## src/inc/aeis_pkg.sv

```systemverilog
// Package with register map, widths and reset values of the early interrupt status bank
package aeis_pkg;
    // ==========================================================
    // Geometry
    localparam int NUM_INPUTS = 22;
    localparam int REG_WIDTH = 16;
    localparam int HIGH_BITS = 6;
    // ==========================================================
    // Register byte offsets
    localparam logic [11:0] OFS_STATUS_LOW = 12'h000;
    localparam logic [11:0] OFS_STATUS_HIGH = 12'h004;
    // ==========================================================
    // Field layout and reset values
    localparam int LOW_FIRST_INPUT = 0;
    localparam int HIGH_FIRST_INPUT = 16;
    localparam logic [15:0] RST_STATUS_LOW = 16'h0000;
    localparam logic [15:0] RST_STATUS_HIGH = 16'h0000;
    localparam logic [15:0] HIGH_IMPL_MASK = 16'h003F;
    // ==========================================================
    // AHB encodings
    localparam logic [1:0] HTRANS_NONSEQ = 2'h2;
    localparam logic [1:0] HTRANS_SEQ = 2'h3;
endpackage

```

## src/rtl/aeis_flag.sv

```systemverilog
// One early interrupt flag with event set, buffer read clear and software write
`timescale 1ns/100ps
module aeis_flag (
    input wire logic hclk,
    input wire logic hresetn,
    input wire logic early_irq_event,
    input wire logic buffer_read,
    input wire logic sw_write,
    input wire logic sw_data,
    output logic early_irq_flag
);
    typedef struct packed {
        logic flag;
    } aeis_flag_state_t;

    aeis_flag_state_t state;
    aeis_flag_state_t next_state;

    // ==========================================================
    // Next flag value: event beats clear and write
    always_comb begin
        next_state = state;
        if (sw_write) begin
            next_state.flag = sw_data;
        end
        if (buffer_read) begin
            next_state.flag = 1'b0;
        end
        if (early_irq_event) begin
            next_state.flag = 1'b1;
        end
    end

    // Flag register, zero at reset
    always_ff @(posedge hclk or negedge hresetn) begin
        if (!hresetn) begin
            state <= '0;
        end else begin
            state <= next_state;
        end
    end

    assign early_irq_flag = state.flag;

    // ==========================================================
    // Checks
    event_sets_a: assert property (@(posedge hclk) disable iff (!hresetn)
        early_irq_event |=> early_irq_flag)
        else $error("flag not set after event");
    read_clears_a: assert property (@(posedge hclk) disable iff (!hresetn)
        buffer_read && !early_irq_event && !sw_write |=> !early_irq_flag)
        else $error("flag not cleared by buffer read");
    set_wins_a: assert property (@(posedge hclk) disable iff (!hresetn)
        early_irq_event && buffer_read |=> early_irq_flag)
        else $error("event lost against buffer read");
    flag_holds_a: assert property (@(posedge hclk) disable iff (!hresetn)
        !early_irq_event && !buffer_read && !sw_write |=> $stable(early_irq_flag))
        else $error("flag changed without cause");
endmodule

```

## src/rtl/aeis_status_bank.sv

```systemverilog
// AHB-Lite slave holding the 22 early interrupt status flags of the converter
// Operation
// - Each analog input has a flag that is set when its early interrupt fires.
// - Reading an input's conversion result buffer clears that input's flag.
// - Low register holds inputs 0..15 in bits 15..0, high holds inputs 16..21 in bits 5..0.
// - High register bits 15..6 read as zero and ignore writes.
// - All implemented flags are software readable and writable and reset to zero.
//
// Our own choices: the placing of the registers and the AHB-Lite slave port.
`timescale 1ns/100ps
module aeis_status_bank (
    input wire logic hclk,
    input wire logic hresetn,
    input wire logic hsel,
    input wire logic [31:0] haddr,
    input wire logic [1:0] htrans,
    input wire logic hwrite,
    input wire logic [2:0] hsize,
    input wire logic [31:0] hwdata,
    input wire logic hready,
    output logic [31:0] hrdata,
    output logic hreadyout,
    output logic hresp,
    input wire logic [21:0] early_irq_event,
    input wire logic [21:0] conversion_result_buffer_read,
    output logic [21:0] early_irq_flag
);
    typedef struct packed {
        logic wr_pend;
        logic [11:0] wr_addr;
        logic [31:0] rdata;
        logic [21:0] flag_out;
    } aeis_bank_state_t;

    aeis_bank_state_t state;
    aeis_bank_state_t next_state;
    logic [21:0] flags;
    logic [21:0] sw_write;
    logic [21:0] sw_data;
    logic addr_phase;

    // ==========================================================
    // Register selection
    function automatic logic is_reg(input logic [11:0] a, input logic [11:0] ofs);
        return a == ofs;
    endfunction

    // Low register word: inputs 0..15 in bits 15..0
    function automatic logic [31:0] low_word(input logic [21:0] f);
        return {16'h0000, f[15:0]};
    endfunction

    // High register word: inputs 16..21 in bits 5..0, upper bits forced to zero
    function automatic logic [31:0] high_word(input logic [21:0] f);
        logic [15:0] h;
        h = {10'h000, f[21:16]} & aeis_pkg::HIGH_IMPL_MASK;
        return {16'h0000, h};
    endfunction

    // Read value of a register offset; unmapped offsets read zero
    function automatic logic [31:0] read_value(input logic [11:0] a, input logic [21:0] f);
        logic [31:0] v;
        v = 32'h00000000;
        if (is_reg(a, aeis_pkg::OFS_STATUS_LOW)) begin
            v = low_word(f);
        end else if (is_reg(a, aeis_pkg::OFS_STATUS_HIGH)) begin
            v = high_word(f);
        end
        return v;
    endfunction

    // Address phase qualifier; htrans bit 1 marks NONSEQ and SEQ alike

    assign addr_phase = hsel && hready && htrans[1];

    // ==========================================================
    // Write decode of the pending data phase
    always_comb begin
        sw_write = '0;
        sw_data = '0;
        if (state.wr_pend && is_reg(state.wr_addr, aeis_pkg::OFS_STATUS_LOW)) begin
            sw_write[15:0] = 16'hFFFF;
            sw_data[15:0] = hwdata[15:0];
        end
        if (state.wr_pend && is_reg(state.wr_addr, aeis_pkg::OFS_STATUS_HIGH)) begin
            sw_write[21:16] = 6'h3F; // upper bits have no storage
            sw_data[21:16] = hwdata[5:0];
        end
    end

    // ==========================================================
    // One flag cell per analog input
    generate
        for (genvar i = 0; i < aeis_pkg::NUM_INPUTS; i++) begin : g_flag
            aeis_flag u_flag (
                .hclk(hclk),
                .hresetn(hresetn),
                .early_irq_event(early_irq_event[i]),
                .buffer_read(conversion_result_buffer_read[i]),
                .sw_write(sw_write[i]),
                .sw_data(sw_data[i]),
                .early_irq_flag(flags[i])
            );
        end
    endgenerate

    // ==========================================================
    // Bus phase tracking and read data capture
    always_comb begin
        next_state = state;
        next_state.wr_pend = addr_phase && hwrite;
        next_state.wr_addr = haddr[11:0];
        next_state.flag_out = flags;
        if (addr_phase && !hwrite) begin
            next_state.rdata = read_value(haddr[11:0], flags);
        end
    end

    always_ff @(posedge hclk or negedge hresetn) begin
        if (!hresetn) begin
            state <= '0;
        end else begin
            state <= next_state;
        end
    end

    // Read data and flag output straight from flops; zero wait, always OKAY
    assign hrdata = state.rdata;
    assign hreadyout = 1'b1;
    assign hresp = 1'b0;
    assign early_irq_flag = state.flag_out;

    // ==========================================================
    // Checks
    high_zero_a: assert property (@(posedge hclk) disable iff (!hresetn)
        addr_phase && !hwrite && haddr[11:0] == aeis_pkg::OFS_STATUS_HIGH
        |=> hrdata[31:6] == 26'h0)
        else $error("high register upper bits not zero");
    low_read_a: assert property (@(posedge hclk) disable iff (!hresetn)
        addr_phase && !hwrite && haddr[11:0] == aeis_pkg::OFS_STATUS_LOW
        |=> hrdata[15:0] == $past(flags[15:0]))
        else $error("low register read mismatch");
    high_read_a: assert property (@(posedge hclk) disable iff (!hresetn)
        addr_phase && !hwrite && haddr[11:0] == aeis_pkg::OFS_STATUS_HIGH
        |=> hrdata[5:0] == $past(flags[21:16]))
        else $error("high register read mismatch");
    sw_write_a: assert property (@(posedge hclk) disable iff (!hresetn)
        state.wr_pend && state.wr_addr == aeis_pkg::OFS_STATUS_LOW
        && early_irq_event[15:0] == 16'h0000 && conversion_result_buffer_read[15:0] == 16'h0000
        |=> flags[15:0] == $past(hwdata[15:0]))
        else $error("software write not stored");
    flag_mirror_a: assert property (@(posedge hclk) disable iff (!hresetn)
        early_irq_event != 22'h0 |=> ##1 (early_irq_flag & $past(early_irq_event, 2))
        == $past(early_irq_event, 2))
        else $error("flag output missing event");

    // Unmapped offsets return an all-zero word
    unmapped_zero_a: assert property (@(posedge hclk) disable iff (!hresetn)
        addr_phase && !hwrite && !is_reg(haddr[11:0], aeis_pkg::OFS_STATUS_LOW)
        && !is_reg(haddr[11:0], aeis_pkg::OFS_STATUS_HIGH)
        |=> hrdata == 32'h00000000)
        else $error("unmapped read not zero");

    // High register write lands in the six implemented flags only
    high_write_a: assert property (@(posedge hclk) disable iff (!hresetn)
        state.wr_pend && state.wr_addr == aeis_pkg::OFS_STATUS_HIGH
        && early_irq_event[21:16] == 6'h00 && conversion_result_buffer_read[21:16] == 6'h00
        |=> flags[21:16] == $past(hwdata[5:0]))
        else $error("high register write not stored");

    // Flag output is the internal flag one cycle later
    flag_copy_a: assert property (@(posedge hclk) disable iff (!hresetn)
        1'b1 |=> early_irq_flag == $past(flags))
        else $error("flag output not a copy of the flags");

    // First edge after reset release sees cleared flags and read data
    reset_clear_a: assert property (@(posedge hclk)
        $rose(hresetn) |-> flags == 22'h000000 && hrdata == 32'h00000000)
        else $error("state not cleared by reset");

    // Per-input checks of clear and collision priority
    generate
        for (genvar j = 0; j < aeis_pkg::NUM_INPUTS; j++) begin : g_chk
            // A set on the same edge as a buffer read survives
            collide_set_a: assert property (@(posedge hclk) disable iff (!hresetn)
                early_irq_event[j] && conversion_result_buffer_read[j] |=> flags[j])
                else $error("collision lost an event");
            // A lone buffer read clears its flag
            clear_bank_a: assert property (@(posedge hclk) disable iff (!hresetn)
                conversion_result_buffer_read[j] && !early_irq_event[j] && !sw_write[j]
                |=> !flags[j])
                else $error("buffer read left a flag set");
        end
    endgenerate

    write_low_c: cover property (@(posedge hclk) disable iff (!hresetn)
        state.wr_pend && state.wr_addr == aeis_pkg::OFS_STATUS_LOW);
    read_high_c: cover property (@(posedge hclk) disable iff (!hresetn)
        addr_phase && !hwrite && haddr[11:0] == aeis_pkg::OFS_STATUS_HIGH);
    collide_c: cover property (@(posedge hclk) disable iff (!hresetn)
        (early_irq_event & conversion_result_buffer_read) != 22'h0);
    write_high_c: cover property (@(posedge hclk) disable iff (!hresetn)
        state.wr_pend && state.wr_addr == aeis_pkg::OFS_STATUS_HIGH);
    unmapped_read_c: cover property (@(posedge hclk) disable iff (!hresetn)
        addr_phase && !hwrite && !is_reg(haddr[11:0], aeis_pkg::OFS_STATUS_LOW)
        && !is_reg(haddr[11:0], aeis_pkg::OFS_STATUS_HIGH));
endmodule

```

## config.mk

```make
export PLATFORM = sky130hd
export DESIGN_NAME = aeis_status_bank
export DESIGN_NICKNAME = d
export VERILOG_FILES = /design/src/inc/aeis_pkg.sv /design/src/rtl/aeis_flag.sv /design/src/rtl/aeis_status_bank.sv
export SDC_FILE = /design/constraint.sdc
export NUM_CORES = 1
export LEC_CHECK = 0
export ABC_AREA = 1
export BUFFER_PORTS_ARGS = -buffer_cell sky130_fd_sc_hd__buf_2
export CAP_MARGIN = 20
export CORE_ASPECT_RATIO = 0.7
export CORE_UTILIZATION = 30
export DETAILED_ROUTE_END_ITERATION = 6
export GPL_ROUTABILITY_DRIVEN = 0
export PLACE_DENSITY = 0.62
export SLEW_MARGIN = 0
export SYNTH_ARGS = -nofsm -noshare
export SYNTH_HDL_FRONTEND = slang
export SYNTH_SLANG_ARGS = --single-unit
```

## constraint.sdc

```tcl
create_clock -name hclk -period 1.57 [get_ports hclk]
set_input_delay 0.2355 -clock hclk [delete_from_list [all_inputs] [get_ports hclk]]
set_output_delay 0.2355 -clock hclk [all_outputs]
set_load 0.02 [all_outputs]
```

; Word level (Yosys, flattened, before mapping)
; Cells that the tools add are included.
; Widths: inputs -> output; s select.
[word_totals]
latch_bits = 0
ramBits = 0
mem_count = 0
out_inout_bits = 56
reg_bits = 89
mem_bits_ro = 0
[classes]
order_cmp = 0
multipliers = 0
n_eq_ne = 2
reduce_logical = 31
shift = 0
add_sub_neg = 0
muxes = 72
div_mod_pow = 0
n_bitwise = 0
[ops]
columns = operator, count
row1 = $mux 1, 66
row2 = $reduce_bool 3->1, 22
row3 = $mux 16, 3
row4 = $eq 12x3->1 const B, 2
row5 = $logic_not 12->1, 2
row6 = $mux 6, 3
row7 = $logic_and 1x1->1, 6
row8 = $logic_not 1->1, 1

; Logic depth before layout (Yosys ltp)
; Gate-level depths: netlist (run 1).
[logic_depth]
depth_word = 6
mapped_depth = 9

; Cells and area by module
; From an unflattened synthesis (run 1), not the netlist that was laid out.
[unflattened]
cells_unflattened = 474
area_unflattened_um2 = 3676.0
[by_module_without_submodules]
columns = module, n_inst, cells_per_inst, area_per_inst_um2
row1 = aeis_status_bank, 1, 254, 2354.8
row2 = aeis_flag, 22, 10, 60.1

; Least setup slack after synthesis (run 1)
; OpenSTA, ideal clock, no wires.
[synth_path]
kind = register to register
start = reg state[55] (netlist name)
end = reg g_flag[0].u_flag.state
path_buffers = 1
stages_incl_launch_ff = 8
path_slack_ns = 0.391
period_less_slack_ns = 1.179
arrival_time_ns = 1.061
setup_ns = 0.117
required_ns = 1.453
cell_sequence = dfrtp_1 > nor2_1 > nand2_2 > nor2_8 > clkbuf_8 > nand3_1 > nand3_1 > nand2_1
[synth_via]
elab_chain_cells = 6
[synth_lines]
columns = element, line_no
row1 = start: declaration, aeis_status_bank.sv:35  ; aeis_bank_state_t state;
row2 = start signal: assignment, aeis_status_bank.sv:123  ; state <= next_state;
row3 = $logic_not 12->1 *, aeis_status_bank.sv:45  ; return a == ofs;
row4 = $logic_and 1x1->1 *, aeis_status_bank.sv:81  ; if (state.wr_pend && is_reg(state.wr_addr, aeis_pkg::OFS_STATUS_LOW)) begin
row5 = $mux 16, aeis_status_bank.sv:81
row6 = $mux 1, aeis_flag.sv:23  ; if (sw_write) begin
row7 = $mux 1, aeis_flag.sv:26  ; if (buffer_read) begin
row8 = $mux 1, aeis_flag.sv:29  ; if (early_irq_event) begin
row9 = end signal: assignment, aeis_flag.sv:39  ; state <= next_state;
row10 = end: declaration, aeis_flag.sv:16  ; aeis_flag_state_t state;
; Every way passes the cells marked *; elsewhere a longest branch is shown, timed or not. The select of a mux whose other input is x is not followed.
; A chain may end at the register's enable or synchronous reset.

; Worst setup path after layout (run 1)
[layout_path]
start = reg state[55] (netlist name)
end = reg g_flag[15].u_flag.state
[layout_via]
elab_chain_cells = 6
[layout_lines]
columns = element, line_no
row1 = $logic_not 12->1 *, aeis_status_bank.sv:45
row2 = $logic_and 1x1->1 *, aeis_status_bank.sv:81
row3 = $mux 16, aeis_status_bank.sv:81
row4 = $mux 1, aeis_flag.sv:23
row5 = $mux 1, aeis_flag.sv:26
row6 = $mux 1, aeis_flag.sv:29
row7 = end signal: assignment, aeis_flag.sv:39
row8 = end: declaration, aeis_flag.sv:16
; Marked as above.

==> impl_results.md, run 1 <==
* # IOs at 174
* Nature of the critical path startpoint: flop
* Setup TNS at 0 ns
* Yosys warns at 0
* Yosys reg bits at 73
* Max-slew violations at 0
* CTS Buf Count at 9
* Vias in the first global route at 2480
* Register area share after synthesis at 0.524
* R2r endpoint: g_flag[15].u_flag.early_irq_flag
* P_int at 3490 uW
* Mapped Cells at 411
* Proportion of power drawn by combinational gates at 0.090
* Critical path data arrival time at 1.69 ns
* WHS Endpoint: state[60]
* Residual DRC at 0
* Ant diodes at 0
* Max incr delay on CP at 0.36 ns
* Tmin final at 1.42 ns
* Clock Tree Root: clkbuf_16
* Iteration-0 DRC count of the detailed router at 100
* Setup WS post-layout at 0.153 ns
* Part of the power in registers at 0.450
* Skew final at 0.00320 ns
* Starting Density at 0.312
* CTS tree: yes
* Die area at 12100 um^2
* Max H-tree Level at 3
* Total wire length at 8030 um
* Slowest CP cell: dfrtp_1
* Largest net degree at the start of global routing at 34
* Pre-CTS WS at 0.109 ns
* Most frequent CP cell: nand2_1
* Final-report hold violation count at 0
* Worst Setup Path Type: reg -> reg
* Layout area overhead at 21.7%
* Critical path, cell by cell: nor2_1 -> nand2_2 -> nor2_8 -> nand2_4 -> nand2_1 -> nand3_1 -> nand2_1
* Setup crit end kind: flop
* First-pass detailed-route iteration total at 4
* Via count at 2593
* Clock buffer depth at 2
* Clock network power share at 0.460
* Final setup vio count at 0
* Avg Cell Area, Syn at 8.48 um^2
* Worst-path clk slew at 0.05 ns
* R2R depth at 7
* Share of cells above drive strength 1 at 0.293
* Initial antenna violation count at 0
* Post_cts resized at 0
* Achievable clock frequency at 706 MHz
* Grt total ovfl at 0
* Nets at 618
* Distinct cells, synth at 19
* First-pass GRT wire length at 12500 um
* GRT Util Overall at 0.143
* Reg-to-Reg Start: state[55]
* Die W at 131 um
* Dpl hpwl at 6190 um
* R2R Setup Slk at 0.15 ns
* Core ar. at 11200 um^2
* LEAKAGE at 0.00247 uW
* Hold Startpoint: haddr[6]
* Fin crit share at 0.903
* Max-Cap Viols at 0
* Status: finished, final reports clean
* Routed length per instance at 12.2 um
* Post-DRT Antenna Nets at 0
* Netlist Area Pre-Place at 3490 um^2
* Sw Pwr at 1040 uW
* Hold crit path type: in -> reg
* Vias per inst at 3.94
* Crit-path max FO at 16
* Placement Rows at 32
* Worst Hold Depth at 1
* Peak VDD IR at 496 uV
* Die H at 92.2 um
* PD cells at 1070 nW/um^2
* Clk sinks at 73
* Switch share at 0.229
* I/O Buffers at 115
* RSZ-0062 raised after global routing: false
* Worst Path Required at 1.84 ns
* Worst-Skew Late Latency at 0.33 ns
-- final cells by class --
cell class | instances | area [um^2]
inverters | 88 | 330
multi-input cells | 203 | 905
repair buffers | 125 | 681
clock inverters | 2 | 35.0
clock buffers | 14 | 274
flip-flops and latches | 73 | 1830
fillers | 1167 | 6930
well taps | 153 | 191
-- registers in the layout, summed over array words and instances (netlist names) --
signal / flops
early_irq_flag: 22
g_flag.u_flag.early_irq_flag: 22
hrdata: 16
state: 13
-- cells in the mapped netlist --
master / n / area share
clkbuf_8: 1 / 0.0039
nor2_4: 3 / 0.0097
dfrtp_1: 73 / 0.52
conb_1: 2 / 0.0022
inv_2: 1 / 0.0011
nor2_8: 1 / 0.0057
nand2_1: 94 / 0.10
buf_2: 2 / 0.0029
nor2_1: 14 / 0.015
o21ai_1: 4 / 0.0057
inv_1: 87 / 0.094
nand3_1: 57 / 0.082
nand2_2: 2 / 0.0036
nor2_2: 2 / 0.0036
buf_6: 3 / 0.0097
buf_4: 57 / 0.12
o21ai_0: 6 / 0.0086
and2_0: 1 / 0.0018
nand2_4: 1 / 0.0032
-- cells in the final DEF, fill, tap and decap left out, drive strengths merged --
cell type / n
o21ai: 10
nand2: 97
clkinv: 1
dlygate4sd3: 1
nand3: 57
and2: 1
conb: 18
nor2: 20
dfrtp: 73
bufinv: 1
buf: 124
inv: 88
clkbuf: 14
-- cell families (layout without fill, tap and decap cells) --
kind of cell,count (synthesis),count (layout),share of synthesized area
buf+inv,151,229,0.234
simple gates,175,175,0.226
other cells,2,18,0.00215
flops,73,73,0.524
compound gates,10,10,0.0144
-- per-layer routing --
layer	wire length (um)	vias to the layer above	track usage
li1	-	1324	-
met1	3900	1155	0.201
met2	3340	106	0.200
met3	697	8	0.0496
met4	102	0	0.0546
met5	0	-	0
-- critical path: cells and delay by family (launching register included) --
kind             cells  cell delay (ns)
flip-flops           1             0.36
AND/OR/NAND/NOR      7             1.00
-- per-stage QoR --
step,cells,util,instance area [um^2],total power [uW],hold WS (ns)
6_report,658,0.380,4240,4530,0.0269
5_1_grt,658,0.380,4240,4750,0.0136
4_1_cts,657,0.378,4220,4600,0.0126
3_5_place_dp,640,0.349,3900,2480,0.192
3_3_place_gp,640,0.349,3900,2470,0.183
2_1_floorplan,427,-,3550,2340,-0.0601
-- power groups by stage --
| stage | Clock, uW | Combinational [uW] | Sequential (uW) |
|---|---|---|---|
| CTS | 2150 | 415 | 2040 |
| floorplan | 0 | 297 | 2040 |
| detailed placement | 0 | 412 | 2070 |
| finish | 2080 | 408 | 2040 |
| global placement | 0 | 407 | 2070 |
| global route | 2230 | 464 | 2050 |
-- worst max path at each step --
stage	endpoint	from	cells past startpoint	slack (ns)
floorplan	g_flag[0].u_flag.early_irq_flag	state[55]	7	0.39
global placement	g_flag[6].u_flag.early_irq_flag	state[63]	7	0.14
detailed placement	g_flag[6].u_flag.early_irq_flag	state[63]	7	0.11
CTS	g_flag[6].u_flag.early_irq_flag	state[63]	7	0.10
global route	g_flag[15].u_flag.early_irq_flag	state[57]	7	0.01
finish	g_flag[15].u_flag.early_irq_flag	state[55]	7	0.15
-- timing repair --
item	CTS	global route
hold endpoints to repair	27	0
buffers inserted	0	1
setup endpoints to repair	0	6
hold buffers	1	0
(Power assumes the default switching activity.)
==> run 2, diff against run 1 <==
Clock period 1.57 ns to 1.32 ns, I/O delays scaled along.
==> run 2 against run 1 <==
Net effect:
- the flow now finishes with violations (negative setup slack)
- total power increased by 21%
- register-to-register slack got worse by 0.22 ns
- fmax increased by 2.3%
- sequential share of layout area decreased by 4.5 points
- non-clock buffer count increased by 20
- via count increased by 6.4%
- die area unchanged
- critical path type unchanged
- largest cell class unchanged
- highest routed layer unchanged
==> impl_results.md, run 2 (synthesis results as in run 1) <==
* Die area at 12100 um^2
* Peak VDD IR at 606 uV
* Clk sinks at 73
* Commonest non-fill, non-tap cell in the layout: buf_2
* Grt total ovfl at 0
* Worst-path clk slew at 0.06 ns
* Max-Cap Viols at 0
* Layout area overhead at 36.0%
* LEAKAGE at 0.00261 uW
* Core ar. at 11200 um^2
* CTS tree: yes
* Share of cells above drive strength 1 at 0.376
* Worst Setup Path Type: reg -> reg
* Residual DRC at 0
* Clock Tree Root: clkbuf_16
* Skew final at 0.00715 ns
* I/O Buffers at 115
* Starting Density at 0.312
* Tmin final at 1.38 ns
* Hold Startpoint: haddr[3]
* Vias in the first global route at 2825
* Post-DRT Antenna Nets at 0
* PD cells at 1160 nW/um^2
* Setup crit end kind: flop
* Hold crit path type: in -> reg
* Nature of the critical path startpoint: flop
* CTS Buf Count at 9
* Setup TNS at -0.661 ns
* Worst hold margin at 0.0167 ns
* First-pass detailed-route iteration total at 4
* Final-report hold violation count at 0
* RSZ-0062 raised after global routing: true
* Largest net degree at the start of global routing at 74
* # IOs at 174
* Pre-CTS WS at -0.132 ns
* Nets at 639
* Placement Rows at 32
* GRT Util Overall at 0.160
* Worst-Skew Late Latency at 0.33 ns
* Vias per inst at 4.06
* FILL cells at 1107
* Iteration-0 DRC count of the detailed router at 118
* Critical path data arrival time at 1.61 ns
* Via count at 2758
* Worst Path Required at 1.54 ns
* Violated checks: negative setup slack
* Max-slew violations at 0
* Initial antenna violation count at 0
* Total power at 5500 uW
* Setup WS post-layout at -0.0649 ns
* Most frequent cells in the layout: 113 x buf_2, 87 x inv_1, 81 x nand2_1, 73 x dfrtp_1, 34 x nand3_1
* Routed length per instance at 13.2 um
* Ant diodes at 0
* Worst setup path startpoint: state[59]
* Final setup vio count at 20
* Clock buffer depth at 2
* First-pass GRT wire length at 14100 um
* Die W at 131 um
* Achievable clock frequency at 722 MHz
* Status: finished with violations
* Total wire length at 9000 um
* Crit-path max FO at 5
* Dpl hpwl at 6190 um
* Max H-tree Level at 3
* Reg-to-Reg Start: state[59]
* Fin crit share at 1.05
* Die H at 92.2 um
run 2: changes by cell type in the layout (fill, tap and decap cells not counted), moves of 2 or more:
cell,delta
buf_12,+5
buf_6,+2
buf_8,+2
clkbuf_1,-2
clkinvlp_4,+2
dlygate4sd3_1,+10
nand2_1,-13
nand2_2,+8
nand2_4,+3
nand2_8,+3
nand3_1,-23
nand3_2,+22
run 2: worst max-delay path, cell delays in order, from the launching register on:
cell and delay, ns:
dfrtp_1 0.37, nor2_1 0.13, nand2_1 0.10, nor2_4 0.12, buf_12 0.14, buf_12 0.13, buf_8 0.11, nand3_1 0.07
nand3_1 0.07, nand2_1 0.05
run 2: worst paths after layout:
check	to	slack (ns)	cells past startpoint
setup / recovery	g_flag[15].u_flag.early_irq_flag	-0.06	9
hold / removal	state[57]	0.02	1
setup reg to reg	g_flag[15].u_flag.early_irq_flag	-0.06	9
hold reg to reg	early_irq_flag[11]	0.40	0
max in group asynchronous	g_flag[12].u_flag.early_irq_flag	0.58	3
min in group asynchronous	state[63]	0.43	3
run 2: per-stage QoR:
step / instance area, um^2 / std cells / util
3_3_place_gp: 3960 / 643 / 0.355
4_1_cts: 4660 / 679 / 0.417
2_1_floorplan: 3550 / 427 / -
3_5_place_dp: 3960 / 643 / 0.355
5_1_grt: 4740 / 679 / 0.424
6_report: 4740 / 679 / 0.424
run 2: cell type report:
type / instances / area [um^2] / share of cell area
multi-input combinational: 204 / 1130 / 0.238
inverter: 88 / 330 / 0.0697
tap: 153 / 191 / 0.0404
clock buffer: 12 / 267 / 0.0562
timing repair buffer: 145 / 948 / 0.200
sequential: 73 / 1830 / 0.385
clock inverter: 4 / 50.0 / 0.0106
run 2: where the power goes:
group	leakage [uW]	switching, uW	internal [uW]
Sequential	0.000851	74.1	2350
Combinational	0.00161	334	226
Clock	0.000151	902	1610
Total	0.00261	1310	4190
run 2: what timing repair did:
action / CTS / global route
gates cloned: 2 / 0
endpoints found under the hold margin: 84 / 0
resized for setup: 32 / 24
hold buffers: 12 / 0
pin swaps: 19 / 17
setup endpoints to repair: 22 / 35
setup buffers: 7 / 2
run 2: routing by layer:
metal  wire [um]  GRT usage  vias up
li1            -          -     1363
met4         132     0.0556        0
met2        3930      0.237       99
met5           0          0        -
met1        4480      0.223     1287
met3         459     0.0420        9
